### src/pkg/spc_pkg.sv
// Purpose: constants for the socket power and interrupt control registers
// Assumes: byte-wide register port indexed as the socket register index
// Notes: two sockets, A at index base 00h, B at 40h
// Overview of operation
// RULE1: card outputs driven only when output enable set
// RULE2: power reserved bits read zero, ignore writes
// RULE3: core supply field: 10 five, 11 three, else off
// RULE4: program supply: 01 follows core, 10 twelve, else off
// RULE5: program supply ignored while core supply off
// RULE6: bit 7 turns shared pin into wake input
// RULE7: bit 6 zero holds card in reset
// RULE8: bit 5 records memory or I/O card
// RULE9: bit 4 sends change events to host bus lines
// RULE10: route field: 0 none, 1 IRQ1, 2 SMI, n IRQn
// RULE11: power register per socket at 02h, 42h, 802h
// RULE12: general control at 03h, 43h, 803h, resets zero
// RULE13: power-on flag shows core supply turned on
// RULE14: wake enabled makes change bit 0 follow pin
// RULE15: supply change sent to switch before flag updates
package spc_pkg;
   localparam logic [7:0] SPC_IDX_POWER = 8'h02;
   localparam logic [7:0] SPC_IDX_GENCTL = 8'h03;
   localparam logic [7:0] SPC_SOCKET_B_BASE = 8'h40;
   localparam logic [11:0] SPC_MEM_POWER = 12'h0802;
   localparam logic [11:0] SPC_MEM_GENCTL = 12'h0803;
   localparam logic [7:0] SPC_POWER_RESET = 8'h00;
   localparam logic [7:0] SPC_GENCTL_RESET = 8'h00;
   localparam logic [7:0] SPC_POWER_WMASK = 8'h9B;
   localparam int SPC_OE_BIT = 7;
   localparam int SPC_WAKE_BIT = 7;
   localparam int SPC_RESET_BIT = 6;
   localparam int SPC_KIND_BIT = 5;
   localparam int SPC_ROUTE_BIT = 4;
   // Supply level codes seen by the power switch
   localparam logic [1:0] SPC_VCC_5V = 2'b10;
   localparam logic [1:0] SPC_VCC_3V = 2'b11;
   localparam logic [1:0] SPC_VPP_VCC = 2'b01;
   localparam logic [1:0] SPC_VPP_12V = 2'b10;
   localparam logic [1:0] SPC_OFF = 2'b00;
   localparam logic [3:0] SPC_ROUTE_NONE = 4'h0;
   localparam logic [3:0] SPC_ROUTE_SMI = 4'h2;
endpackage : spc_pkg

### src/verilog/spc_socket.sv
// Purpose: one socket's power and general control registers
// Assumes: write strobe and data from the same clock domain
// Notes: supply request handed to the switch via req/ack handshake
`timescale 1ns/1ps
`default_nettype none
module spc_socket
   import spc_pkg::*;
(
   // Clock and reset
   input wire logic clk,
   input wire logic nrst,
   // Register writes
   input wire logic wr_power,
   input wire logic wr_genctl,
   input wire logic [7:0] wdata,
   // Power switch handshake
   input wire logic switch_ack,
   // State out
   output logic [7:0] power_q,
   output logic [7:0] genctl_q,
   output logic [1:0] vcc_req_q,
   output logic [1:0] vpp_req_q,
   output logic switch_req_q,
   output logic power_on_q
);
   ////////////////////////////////////////////////////////////////////////
   logic [1:0] vcc_d;
   logic [1:0] vpp_d;

   // Decode requested levels
   always_comb
   begin
      // RULE3: core supply decode
      unique case (power_q[4:3])
         SPC_VCC_5V: vcc_d = SPC_VCC_5V;
         SPC_VCC_3V: vcc_d = SPC_VCC_3V;
         default: vcc_d = SPC_OFF;
      endcase
      // RULE4: program supply decode
      unique case (power_q[1:0])
         SPC_VPP_VCC: vpp_d = SPC_VPP_VCC;
         SPC_VPP_12V: vpp_d = SPC_VPP_12V;
         default: vpp_d = SPC_OFF;
      endcase
      // RULE5: gate on core supply
      if (vcc_d == SPC_OFF)
      begin
         vpp_d = SPC_OFF;
      end
   end

   // Register writes
   always_ff @(posedge clk or negedge nrst)
   begin
      if (!nrst)
      begin
         power_q <= SPC_POWER_RESET;
         genctl_q <= SPC_GENCTL_RESET;
      end
      else
      begin
         // RULE2: reserved bits masked
         if (wr_power)
            power_q <= wdata & SPC_POWER_WMASK;
         // RULE12: full byte writable
         if (wr_genctl)
            genctl_q <= wdata;
      end
   end

   // Send changed request; a change during a pending send resends after ack
   always_ff @(posedge clk or negedge nrst)
   begin
      if (!nrst)
      begin
         vcc_req_q <= SPC_OFF;
         vpp_req_q <= SPC_OFF;
         switch_req_q <= 1'b0;
         power_on_q <= 1'b0;
      end
      else
      begin
         // RULE15: forward change first
         // Wait for ack low so a stale ack cannot close the next send
         if (!switch_req_q && !switch_ack && (vcc_d != vcc_req_q || vpp_d != vpp_req_q))
         begin
            vcc_req_q <= vcc_d;
            vpp_req_q <= vpp_d;
            switch_req_q <= 1'b1;
         end
         else if (switch_req_q && switch_ack)
         begin
            switch_req_q <= 1'b0;
            // RULE13: flag after switch accepted
            power_on_q <= (vcc_req_q != SPC_OFF);
         end
      end
   end
endmodule : spc_socket
`default_nettype wire

### src/verilog/spc_top.sv
// Purpose: two-socket power and interrupt control register bank
// Assumes: byte register port, reads combinational into a flop
// Notes: pins from the card are synchronised with two flops
`timescale 1ns/1ps
`default_nettype none
module spc_top
   import spc_pkg::*;
(
   // Clock and reset
   input wire logic clk,
   input wire logic nrst,
   // Register port: index space or socket memory window
   input wire logic reg_wr,
   input wire logic reg_rd,
   input wire logic mem_space,
   input wire logic mem_socket_b,
   input wire logic [11:0] reg_addr,
   input wire logic [7:0] reg_wdata,
   output logic [7:0] reg_rdata_q,
   // Power switch handshake per socket
   input wire logic [1:0] switch_ack,
   output logic [1:0] switch_req_q,
   output logic [3:0] core_supply_request_q,
   output logic [3:0] program_supply_request_q,
   // Card side per socket
   input wire logic [1:0] battery_or_wake_pin,
   output logic [1:0] card_output_enable_q,
   output logic [1:0] card_reset_q,
   output logic [1:0] modem_wake_enable_q,
   output logic [1:0] socket_kind_flag_q,
   output logic [1:0] change_irq_to_host_bus_q,
   output logic [7:0] function_irq_route_q,
   output logic [1:0] socket_change_event_q,
   output logic [1:0] socket_power_on_flag_q
);
   ////////////////////////////////////////////////////////////////////////
   logic [7:0] power_w [2];
   logic [7:0] genctl_w [2];
   logic [1:0] vcc_w [2];
   logic [1:0] vpp_w [2];
   logic [1:0] req_w;
   logic [1:0] pon_w;
   logic [1:0] pin_s1_q;
   logic [1:0] pin_s2_q;
   logic [1:0] wr_p;
   logic [1:0] wr_g;
   logic [1:0] hit_p;
   logic [1:0] hit_g;

   // Address decode, both the index form and memory form
   function automatic logic hit(input logic [11:0] a, input logic ms, input logic msb,
                                input int s, input logic [7:0] idx, input logic [11:0] m);
      if (ms)
         return (a == m) && (msb == s[0]);
      return a == {4'h0, idx + (s[0] ? SPC_SOCKET_B_BASE : 8'h00)};
   endfunction : hit

   ////////////////////////////////////////////////////////////////////////
   // RULE11: one copy per socket
   for (genvar s = 0; s < 2; s++)
   begin : g_sock
      assign hit_p[s] = hit(reg_addr, mem_space, mem_socket_b, s, SPC_IDX_POWER, SPC_MEM_POWER);
      assign hit_g[s] = hit(reg_addr, mem_space, mem_socket_b, s, SPC_IDX_GENCTL,
                            SPC_MEM_GENCTL);
      assign wr_p[s] = reg_wr && hit_p[s];
      assign wr_g[s] = reg_wr && hit_g[s];
      spc_socket u_sock
      (
         .clk(clk),
         .nrst(nrst),
         .wr_power(wr_p[s]),
         .wr_genctl(wr_g[s]),
         .wdata(reg_wdata),
         .switch_ack(switch_ack[s]),
         .power_q(power_w[s]),
         .genctl_q(genctl_w[s]),
         .vcc_req_q(vcc_w[s]),
         .vpp_req_q(vpp_w[s]),
         .switch_req_q(req_w[s]),
         .power_on_q(pon_w[s])
      );
   end

   // Pin synchroniser, first stage read only by second
   always_ff @(posedge clk or negedge nrst)
   begin
      if (!nrst)
      begin
         pin_s1_q <= 2'b00;
         pin_s2_q <= 2'b00;
      end
      else
      begin
         pin_s1_q <= battery_or_wake_pin;
         pin_s2_q <= pin_s1_q;
      end
   end

   // Card-side and switch-side outputs, registered so they never glitch
   always_ff @(posedge clk or negedge nrst)
   begin
      if (!nrst)
      begin
         card_output_enable_q <= 2'b00;
         card_reset_q <= 2'b11;
         modem_wake_enable_q <= 2'b00;
         socket_kind_flag_q <= 2'b00;
         change_irq_to_host_bus_q <= 2'b00;
         function_irq_route_q <= 8'h00;
         socket_change_event_q <= 2'b00;
         switch_req_q <= 2'b00;
         core_supply_request_q <= 4'h0;
         program_supply_request_q <= 4'h0;
         socket_power_on_flag_q <= 2'b00;
      end
      else
      begin
         for (int s = 0; s < 2; s++)
         begin
            // RULE1: output enable gate
            card_output_enable_q[s] <= power_w[s][SPC_OE_BIT];
            // RULE7: reset held while bit is zero
            card_reset_q[s] <= ~genctl_w[s][SPC_RESET_BIT];
            // RULE6: wake function select
            modem_wake_enable_q[s] <= genctl_w[s][SPC_WAKE_BIT];
            // RULE8: card type flag
            socket_kind_flag_q[s] <= genctl_w[s][SPC_KIND_BIT];
            // RULE9: change event routing
            change_irq_to_host_bus_q[s] <= genctl_w[s][SPC_ROUTE_BIT];
            // RULE10: functional irq code, 2 means SMI
            function_irq_route_q[s*4 +: 4] <= genctl_w[s][3:0];
            // RULE14: change bit follows wake pin
            socket_change_event_q[s] <= genctl_w[s][SPC_WAKE_BIT] & pin_s2_q[s];
            switch_req_q[s] <= req_w[s];
            core_supply_request_q[s*2 +: 2] <= vcc_w[s];
            program_supply_request_q[s*2 +: 2] <= vpp_w[s];
            socket_power_on_flag_q[s] <= pon_w[s];
         end
      end
   end

   // Read data; unmapped reads return zero
   always_ff @(posedge clk or negedge nrst)
   begin
      if (!nrst)
         reg_rdata_q <= 8'h00;
      else if (reg_rd)
      begin
         reg_rdata_q <= 8'h00;
         for (int s = 0; s < 2; s++)
         begin
            if (hit_p[s])
               reg_rdata_q <= power_w[s];
            if (hit_g[s])
               reg_rdata_q <= genctl_w[s];
         end
      end
   end
endmodule : spc_top
`default_nettype wire
### config.mk
export PLATFORM = sky130hd
export DESIGN_NAME = spc_top
export DESIGN_NICKNAME = d
export VERILOG_FILES = /design/src/pkg/spc_pkg.sv /design/src/verilog/spc_socket.sv /design/src/verilog/spc_top.sv
export SDC_FILE = /design/constraint.sdc
export NUM_CORES = 1
export LEC_CHECK = 0
export BUFFER_PORTS_ARGS = -buffer_cell sky130_fd_sc_hd__buf_2
export CORE_UTILIZATION = 54
export DETAILED_ROUTE_END_ITERATION = 12
export PLACE_DENSITY = 0.83
export SYNTH_ARGS = -nofsm -noshare
export SYNTH_HDL_FRONTEND = slang
export SYNTH_SLANG_ARGS = --single-unit
### constraint.sdc
create_clock -name clk -period 2.3 [get_ports clk]
set_input_delay 0.345 -clock clk [delete_from_list [all_inputs] [get_ports clk]]
set_output_delay 0.345 -clock clk [all_outputs]
set_load 0.02 [all_outputs]
# Yosys cells after proc, flatten, opt, wreduce, memory -nomap -nowiden
# Index checks and enable logic that the tools add are counted.
# word_totals
register_bits	82
inputBits	30
output_inout_bits	40
word_cells	102
# op_classes
eq_ne	18
mux	23
bitwise_logic	7
n_reduce_logical	28
# op_table
cell	n
two-way mux 8 bit	4
== test 12 bit (second input constant)	2
== test 12 x 2 -> 1 bit (second input constant)	2
== test 12 x 7 -> 1 bit (second input constant)	2
case mux 2 bit (2 select lines)	4
logical AND 1 bit	14
two-way mux 1 bit	13
== test 2 bit (second input constant)	6
inequality test 2 bit	4
nonzero test 2 bit	4
inverter 1 bit	5
== test 2 x 1 -> 1 bit (second input constant)	2
zero test 1 bit	4
zero test 2 bit	2
two-way mux 2 bit	2
AND reduction 2 bit	2
bitwise AND 1 bit	2
logical OR 1 bit	2

# Depth between registers and ports, before layout
# Gate-level depths: netlist (run 1).
# depth
ltp_word	9
depth_mapped	6
depth_no_buf	4

# Hierarchy
# From an unflattened synthesis (run 1), not the netlist that was laid out.
# hier_totals
hier_cells	223
hier_area_um2	3221.8
# modules_own_cells
mod	n_inst	cells_each	area_per_inst_um2	seq_area_each_um2
spc_socket	2	60	807.0	475.5
spc_top	1	103	1607.8	1103.6

# Worst setup path after synthesis (run 1)
# OpenSTA, ideal clock, no wires.
# synth_timing
path_kind	input-to-reg
from	input reg_addr[7]
to	register g_sock[0].u_sock.genctl_q[0]
setup_time_ps	125
arrival_ps	1974
required_ps	2175
setup_slack_ps	202
cell_stages	5
n_path_buf	1
path_cell_list	or4b_1 -> buf_2 -> nor4b_4 -> nand3_4 -> mux2_2
# synth_via
elab_chain_len	5
elab_cells_between_ends	6
classes_between	eq/ne: 2; mux: 2; reduce/logical: 2
# synth_rtl
item	line	text
start: declaration	spc_top.sv:17	input wire logic [11:0] reg_addr,
== test 12 bit	spc_top.sv:54	return (a == m) && (msb == s[0]);
logical AND 1 bit	spc_top.sv:54	
two-way mux 1 bit	spc_top.sv:53	if (ms)
two-way mux 1 bit *	spc_top.sv:55	return a == {4'h0, idx + (s[0] ? SPC_SOCKET_B_BASE : 8'h00)};
logical AND 1 bit *	spc_top.sv:66	assign wr_g[s] = reg_wr && hit_g[s];
end signal: assignment	spc_socket.sv:67	genctl_q <= wdata;
end: declaration	spc_socket.sv:20	output logic [7:0] genctl_q,
# Mark *: on every way between the ends. The rest lies on a longest branch, timed or not. The select of a mux whose other input is x is not followed.
# A chain may end at the register's enable or synchronous reset.

# Worst setup path after layout (run 1)
# layout_timing
from	input reg_addr[7]
to	register g_sock[0].u_sock.genctl_q[5]
# Same word-level chain as after synthesis.

==> impl_metrics.yaml, run 1 <==
placement:
  portBuffers: 69
  place_congestion: 0.846
  hpwl_um: 4490
  post-place-ws_ps: 29.4
  postPlaceCellArea_um2: 3730
synth:
  synth_edf_count: 0
  async_flop_share_pct: 100
  synth_flop_cell: "dfrtp_1"
  syn_nets: 270
  synth_top_area_share_pct: 61.0
  yosys_warnings: 0
  yosysUniqueCellTypes: 41
  yosysTopAreaCell: "dfrtp_1"
  ys_ff_latch: 82
  synth-seq-area-share_pct: 62.6
  synth.area.top_cells: "dfrtp_1, mux2_2, nor2_1"
  synthCells: 240
  syn_avg_cell_area_um2: 13.7
  syn_area_um2: 3280
drt:
  vias_per_cell: 5.64
  drt_iter0_drc: 150
  wl_per_cell_um: 16.5
  dr_wl_met2_um: 3140
  wirelength_um: 6450
  detail-route-antenna-nets: 0
  dr_wl_met3_um: 369
  vias: 2206
  drc: 0
  met1_length_um: 2850
  route.top_layer_used: "met4"
  dr.pass1.iters: 4
finish:
  fin_nets: 345
  area_growth_syn_to_layout_pct: 18.1
  nFillCells: 447
  n_antenna_cell: 0
  drive_gt1_share_pct: 41.1
  design_area_um2: 3870
floorplanning:
  initial_utilization_pct: 55.8
  core_um2: 5890
  row_count: 28
  pin_count: 70
  die_w_um: 80.0
  chipHeight_um: 80.0
  dieArea_um2: 6390
status:
  status: "finished, final reports clean"
setup_path:
  crit_type: "in -> reg"
  cp_cell_sequence: "buf_2 -> or4b_1 -> nor4b_4 -> nand3_4 -> mux2_2"
  cp-start-kind: "primary input"
  cp.required_ps: 2530
  crit_path_max_incr_delay_ps: 690
  endpoint_kind: "register"
  path_buf_inv: 1
  critPathMaxFanout: 8
  arrival_ps: 2150
  crit_slowest_cell: "or4b_1"
  cp_top_family: "simple AND/OR/NAND/NOR gates"
timing:
  finalClockSkew_ps: 7.73
  fin_crit_ps: 1920
  slew_headroom_pct: 57.1
  setup_viol: 0
  worst_pin_slew_ps: 644
  rsz0062_at_grt: "no"
  period_share_pct: 83.3
  report.final.slew_viol_count: 0
  fin_setup_tns_ps: 0
  setup_slack_ps: 383
  hold_violations: 0
  fmax_mhz: 522
power_and_ir_drop:
  p_leak_nw: 1.96
  ir_drop_mv: 0.407
  powerDensity_nw_per_um2: 670
  total_power_mw: 2.59
grt:
  first_global_vias: 1966
  antenna_found_initial: 0
  grt_usage_pct: 21.5
  grt_overflow: 0
  grt_max_degree: 52
  grt_pass1_wl_um: 9930
cts:
  clockRootBuffer: "clkbuf_8"
  cts_resized: 0
  cts_sinks: 82
  clock_latency_ps: 350
  post_cts_buffers: 0
  clk_path_buf_depth: 2
  clk_pin_slew_ps: 70
  htreeDepth: 3
  numCtsBuffers: 9
  cts_tree: "yes"
  cts-hold-fix-buffers: 0
worst_hold_path:
  hold_class: "in -> async"
flow_run:
  maxCapViolations: 0
[stage by stage]
step | hold WS [ps] | cells | util (%)
floorplan | 49.4 | 240 | -
global placement | 332 | 379 | 63.4
detailed placement | 336 | 379 | 63.4
CTS | 33.9 | 391 | 65.8
global route | 57.3 | 391 | 65.8
finish | 12.1 | 391 | 65.8
[registers in the layout, indices dropped and copies added (netlist names)]
register	flops
g_sock.u_sock.genctl_q	16
pin_s2_q	2
pin_s1_q	2
function_irq_route_q	8
core_supply_request_q	4
change_irq_to_host_bus_q	2
g_sock.u_sock.switch_req_q	2
g_sock.u_sock.vpp_req_q	4
switch_req_q	2
socket_kind_flag_q	2
g_sock.u_sock.power_on_q	2
reg_rdata_q	8
g_sock.u_sock.power_q	10
modem_wake_enable_q	2
program_supply_request_q	4
g_sock.u_sock.vcc_req_q	4
card_output_enable_q	2
socket_change_event_q	2
socket_power_on_flag_q	2
card_reset_q	2
[placed cells by master (no fill, tap or decap), drive strengths merged, types with 7 or more instances in the layout]
cell type  Yosys  final
a211oi         7      7
a21oi         10     10
and4b          7      7
buf            4     75
clkbuf         7     11
dfrtp         80     80
mux2          29     29
nor2          19     19
[per-layer routing]
| metal | GRT usage [%] | vias to the layer above |
|---|---|---|
| li1 | - | 1041 |
| met1 | 29.0 | 1071 |
| met2 | 33.4 | 85 |
| met3 | 5.71 | 9 |
| met4 | 8.04 | 0 |
| met5 | 0 | - |
[synthesized netlist by cell type (2+ instances only)]
cell,n
dfrtp_1,80
mux2_2,29
nor2_1,19
a21oi_1,9
and4b_1,7
clkbuf_1,7
a31oi_1,6
mux2i_1,6
a221oi_1,5
inv_1,5
nor4_1,5
o21ai_0,5
o221ai_1,5
a211oi_2,4
nand2_1,4
nand3_1,4
and2_1,3
buf_2,3
nand4b_1,3
nor3_1,3
a211oi_1,2
dfstp_2,2
nand3_4,2
nand3b_1,2
nor4bb_1,2
or3b_2,2
xnor2_1,2
[layout make-up]
type / instances / area (µm²) / area share, %
flip-flops and latches: 82 / 2050 / 53.0
multi-input cells: 142 / 1160 / 29.8
repair buffers: 75 / 405 / 10.5
clock buffers: 11 / 141 / 3.65
well taps: 75 / 93.8 / 2.42
inverters: 5 / 18.8 / 0.484
clock inverters: 1 / 5.00 / 0.129
[final timing paths]
| kind | to | cells past startpoint | start | slack (ps) |
|---|---|---|---|---|
| worst max-delay path | g_sock[0].u_sock.genctl_q[5] | 5 | reg_addr[7] | 380 |
| worst min-delay path | socket_power_on_flag_q[1] | 1 | nrst | 10 |
| worst max register to register | g_sock[0].u_sock.vpp_req_q[0] | 4 | g_sock[0].u_sock.power_q[1] | 560 |
| worst min register to register | pin_s2_q[0] | 0 | pin_s1_q[0] | 350 |
| max in group asynchronous | g_sock[1].u_sock.power_on_q | 2 | nrst | 1690 |
| min in group clk | pin_s1_q[1] | 1 | battery_or_wake_pin[1] | 100 |
[worst reg2reg max path, delay by kind of cell, from the launching register on]
kind             cells  cell delay, ps
AND/OR/NAND/NOR      1             480
multiplexers         1             340
AO/OA/AOI/OAI        2             390
flip-flops           1             420
[power by group]
| group | switching, mW | total [mW] | internal (mW) |
|---|---|---|---|
| logic | 0.146 | 0.230 | 0.0839 |
| registers | 0.0302 | 1.52 | 1.49 |
| clock network | 0.444 | 0.839 | 0.396 |
[kinds of logic after synthesis]
kind of cell              count (synthesis)  share of synthesized area (%)
xor gates and xnor gates                  3                          0.801
AOI/OAI and AO/OA                        42                           9.91
DFF                                      82                           62.6
buffers and inverters                    16                           2.17
and+or+nand+nor                          62                           12.7
muxes                                    35                           11.8
Power figures use the tool's default switching activity.
==> run 2, diff against run 1 <==
--- a/config.mk
+++ b/config.mk
@@ -6,9 +6,9 @@
 export NUM_CORES = 1
 export LEC_CHECK = 0
 export BUFFER_PORTS_ARGS = -buffer_cell sky130_fd_sc_hd__buf_2
-export CORE_UTILIZATION = 54
+export CORE_UTILIZATION = 48
 export DETAILED_ROUTE_END_ITERATION = 12
-export PLACE_DENSITY = 0.83
+export PLACE_DENSITY = 0.78
 export SYNTH_ARGS = -nofsm -noshare
 export SYNTH_HDL_FRONTEND = slang
 export SYNTH_SLANG_ARGS = --single-unit
==> constraint.sdc (replaced) <==
create_clock -name clk -period 1.6 [get_ports clk]
set_input_delay 0.24 -clock clk [delete_from_list [all_inputs] [get_ports clk]]
set_output_delay 0.24 -clock clk [all_outputs]
set_load 0.02 [all_outputs]
==> impl_metrics.yaml, run 2 (synthesized netlist as in run 1, its figures left out) <==
drt:
  drt_iter0_drc: 203
  vias_per_cell: 5.58
  dr.pass1.iters: 6
  drc: 0
  wirelength_um: 6930
  wl_per_cell_um: 16.5
  detail-route-antenna-nets: 0
  vias: 2350
power_and_ir_drop:
  p_leak_nw: 2.12
  total_power_mw: 4.18
  p_int_mw: 3.17
  ir_drop_mv: 0.521
  p_seq_share_pct: 52.4
  net-switching-power_mw: 1.01
  pwr-share-clk_pct: 38.9
  comb_power_share_pct: 8.7
  swShare_pct: 24.1
  powerDensity_nw_per_um2: 988
setup_path:
  endpoint_kind: "register"
  cp_cell_sequence: "nand3b_1 -> xnor2_2 -> o41a_1 -> mux2_2"
  cp-start-kind: "register"
  crit_type: "reg -> reg"
  reg2reg_slack_ps: -5
  cp.required_ps: 1850
  critPathMaxFanout: 3
  crit_path_max_incr_delay_ps: 400
  timing.rr.end: "g_sock[0].u_sock.vpp_req_q[0]"
  r2r_start: "g_sock[0].u_sock.power_q[0]"
  ff2ff_path_depth: 4
  crit_slowest_cell: "o41a_1"
  arrival_ps: 1850
flow_run:
  maxCapViolations: 0
placement:
  hpwl_um: 4810
  dp.cells: 399
  post-place-ws_ps: -368
  portBuffers: 69
  place_congestion: 0.775
grt:
  grt_usage_pct: 20.8
  grt_overflow: 0
  antenna_found_initial: 0
  grt_max_degree: 46
  first_global_vias: 2320
  grt_pass1_wl_um: 11400
finish:
  layout_common_cells: "dfrtp_1, buf_2, mux2_2"
  nFillCells: 476
  fin_nets: 369
  drive_gt1_share_pct: 48.3
  n_antenna_cell: 0
  area_growth_syn_to_layout_pct: 28.9
  top_register: "g_sock.u_sock.genctl_q"
  largest_register_ffs: 16
  final_common_cell: "dfrtp_1"
  largestRegisters: "g_sock.u_sock.genctl_q: 16 flops, g_sock.u_sock.power_q: 10 flops"
  fin_util_pct: 65.5
  final_cells: 421
floorplanning:
  die_w_um: 84.7
  core_um2: 6460
  dieArea_um2: 7170
  chipHeight_um: 84.7
  pin_count: 70
  row_count: 29
  initial_utilization_pct: 50.8
cts:
  clock_latency_ps: 350
  numCtsBuffers: 9
  clockRootBuffer: "clkbuf_8"
  htreeDepth: 3
  cts_sinks: 82
  clk_pin_slew_ps: 80
  clk_path_buf_depth: 2
  cts_tree: "yes"
worst_hold_path:
  hold_depth: 2
  hold_start: "switch_ack[0]"
  hold_end: "g_sock[0].u_sock.switch_req_q"
  hold_class: "in -> reg"
status:
  violations: "setup timing"
  status: "finished, violations left"
timing:
  hold_violations: 0
  fin_setup_tns_ps: -5.32
  fmax_mhz: 623
  fin_crit_ps: 1610
  period_share_pct: 100
  worst_pin_slew_ps: 391
  slew_headroom_pct: 74.0
  setup_slack_ps: -5.32
  setup_viol: 1
  finalClockSkew_ps: 7.76
  report.final.slew_viol_count: 0
  rsz0062_at_grt: "yes"
[run 2: cell count changes in the layout (fill, tap and decap cells not counted), sizes merged]
cell | before | now
buf | 75 | 96
clkbuf | 11 | 10
dlygate4sd3 | 0 | 3
bufinv | 0 | 2
clkinvlp | 0 | 3
[run 2: metal layers]
metal | wire [µm] | part of all wire, % | track usage, %
met1 | 3090 | 45 | 28.1
met3 | 337 | 4.9 | 4.03
met2 | 3400 | 49 | 33.1
met5 | 0 | 0 | 0
met4 | 95 | 1.4 | 9.24
[run 2: worst max-delay path: cells and delay by family (launching register included)]
kind             cells  cell delay (ps)
AO/OA/AOI/OAI        1              400
XOR/XNOR             1              190
multiplexers         1              280
flip-flops           1              390
AND/OR/NAND/NOR      1              240
[run 2: stage by stage]
stage               cell area, µm²  hold WS [ps]
floorplan                     3320         -55.6
global placement              3910           140
detailed placement            3910           145
CTS                           4170          94.7
global route                  4230           117
finish                        4230           103
[run 2: cell type report]
class	instances	area (µm²)	share of cell area, %
Sequential cell	82	2050	48.6
Multi-Input combinational cell	142	1230	29.0
Timing Repair Buffer	99	616	14.5
Clock buffer	10	128	3.02
Tap cell	77	96.3	2.28
Clock inverter	6	91.3	2.16
Inverter	5	18.8	0.444
[run 2: what timing repair did]
action,4_1_cts,5_1_grt
endpoints found under the setup margin,2,23
gates resized for setup,2,8
buffers inserted,1,2
hold buffers,3,0
pin swaps,3,2
hold endpoints to repair,21,0
[run 2: power by group through the flow]
stage | Combinational [mW] | Sequential, mW | Clock (mW)
5_1_grt | 0.402 | 2.20 | 1.75
2_1_floorplan | 0.119 | 2.28 | 0
6_report | 0.364 | 2.19 | 1.63
4_1_cts | 0.363 | 2.19 | 1.65
3_5_place_dp | 0.355 | 2.23 | 0
3_3_place_gp | 0.347 | 2.23 | 0
[run 2: worst max path at each step]
stage / startpoint / slack [ps] / endpoint
after detailed placement: reg_addr[7] / -370 / g_sock[0].u_sock.power_q[0]
after global routing: g_sock[0].u_sock.power_q[0] / -50 / g_sock[0].u_sock.vpp_req_q[0]
final: g_sock[0].u_sock.power_q[0] / -5 / g_sock[0].u_sock.vpp_req_q[0]
after CTS: g_sock[0].u_sock.power_q[4] / 0.05 / g_sock[0].u_sock.vpp_req_q[0]
after floorplan: reg_addr[7] / -390 / g_sock[1].u_sock.genctl_q[1]
after global placement: reg_addr[7] / -320 / g_sock[0].u_sock.power_q[4]
==> run 3, diff against run 2 <==
--- a/config.mk
+++ b/config.mk
@@ -5,10 +5,12 @@
 export SDC_FILE = /design/constraint.sdc
 export NUM_CORES = 1
 export LEC_CHECK = 0
+export ABC_AREA = 1
 export BUFFER_PORTS_ARGS = -buffer_cell sky130_fd_sc_hd__buf_2
-export CORE_UTILIZATION = 48
+export CORE_UTILIZATION = 50
+export CTS_BUF_LIST = sky130_fd_sc_hd__clkbuf_8
 export DETAILED_ROUTE_END_ITERATION = 12
-export PLACE_DENSITY = 0.78
+export PLACE_DENSITY = 0.81
 export SYNTH_ARGS = -nofsm -noshare
 export SYNTH_HDL_FRONTEND = slang
 export SYNTH_SLANG_ARGS = --single-unit
==> impl_metrics.yaml, run 3 <==
drt:
  drc: 0
  dr.pass1.iters: 4
  wirelength_um: 6110
  drt_iter0_drc: 73
  vias_per_cell: 4.93
  vias: 2378
  detail-route-antenna-nets: 0
  wl_per_cell_um: 12.7
finish:
  n_antenna_cell: 0
  largestRegisters: "g_sock.u_sock.genctl_q: 16 flops, g_sock.u_sock.power_q: 10 flops"
  largest_register_ffs: 16
  fin_nets: 432
  area_growth_syn_to_layout_pct: 22.7
  fin_util_pct: 65.2
  layout_common_cells: "nand2_1, dfrtp_1, buf_2"
  top_register: "g_sock.u_sock.genctl_q"
  drive_gt1_share_pct: 29.0
power_and_ir_drop:
  ir_drop_mv: 0.819
  swShare_pct: 21.0
  powerDensity_nw_per_um2: 1020
  comb_power_share_pct: 5.1
  p_leak_nw: 2.19
  p_seq_share_pct: 52.0
  p_int_mw: 3.20
  net-switching-power_mw: 0.852
  pwr-share-clk_pct: 42.9
placement:
  hpwl_um: 4460
  portBuffers: 69
  post-place-ws_ps: 103
  place_congestion: 0.832
floorplanning:
  chipHeight_um: 82.5
  initial_utilization_pct: 53.1
  die_w_um: 82.5
  row_count: 28
  dieArea_um2: 6800
  pin_count: 70
  core_um2: 6100
cts:
  numCtsBuffers: 9
  post_cts_buffers: 0
  cts_sinks: 82
  cts-hold-fix-buffers: 3
  cts_tree: "yes"
  htreeDepth: 3
  clk_path_buf_depth: 2
  clk_pin_slew_ps: 80
  cts_resized: 0
  clock_latency_ps: 350
  clockRootBuffer: "clkbuf_8"
synth:
  synth.area.top_cells: "dfrtp_1, nand2_1, o21ai_1"
  yosysTopAreaCell: "dfrtp_1"
  async_flop_share_pct: 100
  ys_top_cells_by_count: "dfrtp_1, nand2_1, inv_1, nor2_1, o21ai_1"
  yosys_warnings: 0
  syn_avg_cell_area_um2: 10.2
  ys_ff_latch: 82
  syn_area_um2: 3240
  synth_flop_cell: "dfrtp_1"
  synth_top_area_share_pct: 61.8
  syn_nets: 347
  synth-seq-area-share_pct: 63.4
  synthCells: 317
  synth_edf_count: 0
  yosysUniqueCellTypes: 28
timing:
  fmax_mhz: 715
  slew_headroom_pct: 72.6
  hold_violations: 0
  report.final.slew_viol_count: 0
  period_share_pct: 87.4
  hold_slack_ps: 102
  finalClockSkew_ps: 10.1
  worst_pin_slew_ps: 411
  fin_setup_tns_ps: 0
  fin_crit_ps: 1400
  setup_viol: 0
  rsz0062_at_grt: "no"
  setup_slack_ps: 202
setup_path:
  cp_cell_sequence: "inv_1 -> nor2_1 -> nand2_1 -> xnor2_1 -> nor2_1 -> nand2_1 -> nand2_1 -> o21ai_0"
  critPathMaxFanout: 9
  timing.rr.end: "g_sock[1].u_sock.switch_req_q"
  endpoint_kind: "register"
  reg2reg_slack_ps: 200
  ff2ff_path_depth: 8
  cp-start-kind: "register"
  crit_type: "reg -> reg"
  crit_path_max_incr_delay_ps: 430
  path_common_cell: "nand2_1"
  arrival_ps: 1620
  cp.required_ps: 1820
  r2r_start: "g_sock[1].u_sock.power_q[4]"
  crit_slowest_cell: "dfrtp_1"
grt:
  first_global_vias: 2268
  grt_overflow: 0
  grt_pass1_wl_um: 10400
  grt_usage_pct: 21.2
  grt_max_degree: 34
  antenna_found_initial: 0
flow_run:
  maxCapViolations: 0
worst_hold_path:
  hold_start: "switch_ack[1]"
  hold_depth: 2
  hold_end: "g_sock[1].u_sock.power_on_q"
  hold_class: "in -> reg"
status:
  status: "finished, final reports clean"
run 3: routing by layer:
| metal | up-vias | track usage, % | wire length [µm] |
|---|---|---|---|
| li1 | 1192 | - | - |
| met4 | 0 | 9.31 | 126 |
| met5 | - | 0 | 0 |
| met2 | 57 | 34.6 | 3070 |
| met1 | 1117 | 26.2 | 2660 |
| met3 | 12 | 6.04 | 252 |
run 3: worst max-delay path by stage:
stage / startpoint / endpoint / slack [ps] / cells past startpoint
final: g_sock[1].u_sock.power_q[4] / g_sock[1].u_sock.switch_req_q / 200 / 8
after global routing: g_sock[0].u_sock.power_q[4] / g_sock[0].u_sock.vpp_req_q[0] / 30 / 9
after CTS: g_sock[1].u_sock.power_q[4] / g_sock[1].u_sock.switch_req_q / 180 / 8
after detailed placement: reg_addr[9] / g_sock[0].u_sock.genctl_q[4] / 100 / 7
after global placement: reg_addr[9] / g_sock[0].u_sock.genctl_q[4] / 160 / 7
after floorplan: reg_addr[5] / g_sock[1].u_sock.genctl_q[7] / 330 / 9
run 3: layout make-up:
class                           instances  area (µm²)
Clock buffer                            9         124
Clock inverter                          7         119
Fill cell                             498        2120
Inverter                               31         116
Multi-Input combinational cell        201        1040
Sequential cell                        82        2050
Tap cell                               75        93.8
Timing Repair Buffer                   77         428
run 3: cells by family after synthesis:
logic type	count (synthesis)	synth area share (%)
simple gates	153	22.6
flops	82	63.4
buf+inv	34	4.44
xor+xnor	7	1.89
compound gates	41	7.69
run 3: critical path: cells and delay by family (launching register included):
kind | cells | cell delay (ps)
AO/OA/AOI/OAI | 1 | 120
XOR/XNOR | 1 | 130
buffers and inverters | 1 | 90
flip-flops | 1 | 430
AND/OR/NAND/NOR | 5 | 500
run 3: power by group through the flow:
stage	Sequential [mW]	Combinational [mW]	Clock (mW)
after floorplan	2.17	0.0588	0
after global placement	2.15	0.199	0
after detailed placement	2.15	0.204	0
after CTS	2.11	0.209	1.78
after global routing	2.11	0.234	1.88
final	2.11	0.205	1.74
run 3: per-stage QoR:
| stage | instances | power (mW) | cell area (µm²) |
|---|---|---|---|
| floorplan | 317 | 2.22 | 3240 |
| global placement | 463 | 2.35 | 3700 |
| finish | 482 | 4.06 | 3980 |
| global route | 482 | 4.22 | 3980 |
| detailed placement | 463 | 2.35 | 3700 |
| CTS | 482 | 4.09 | 3980 |
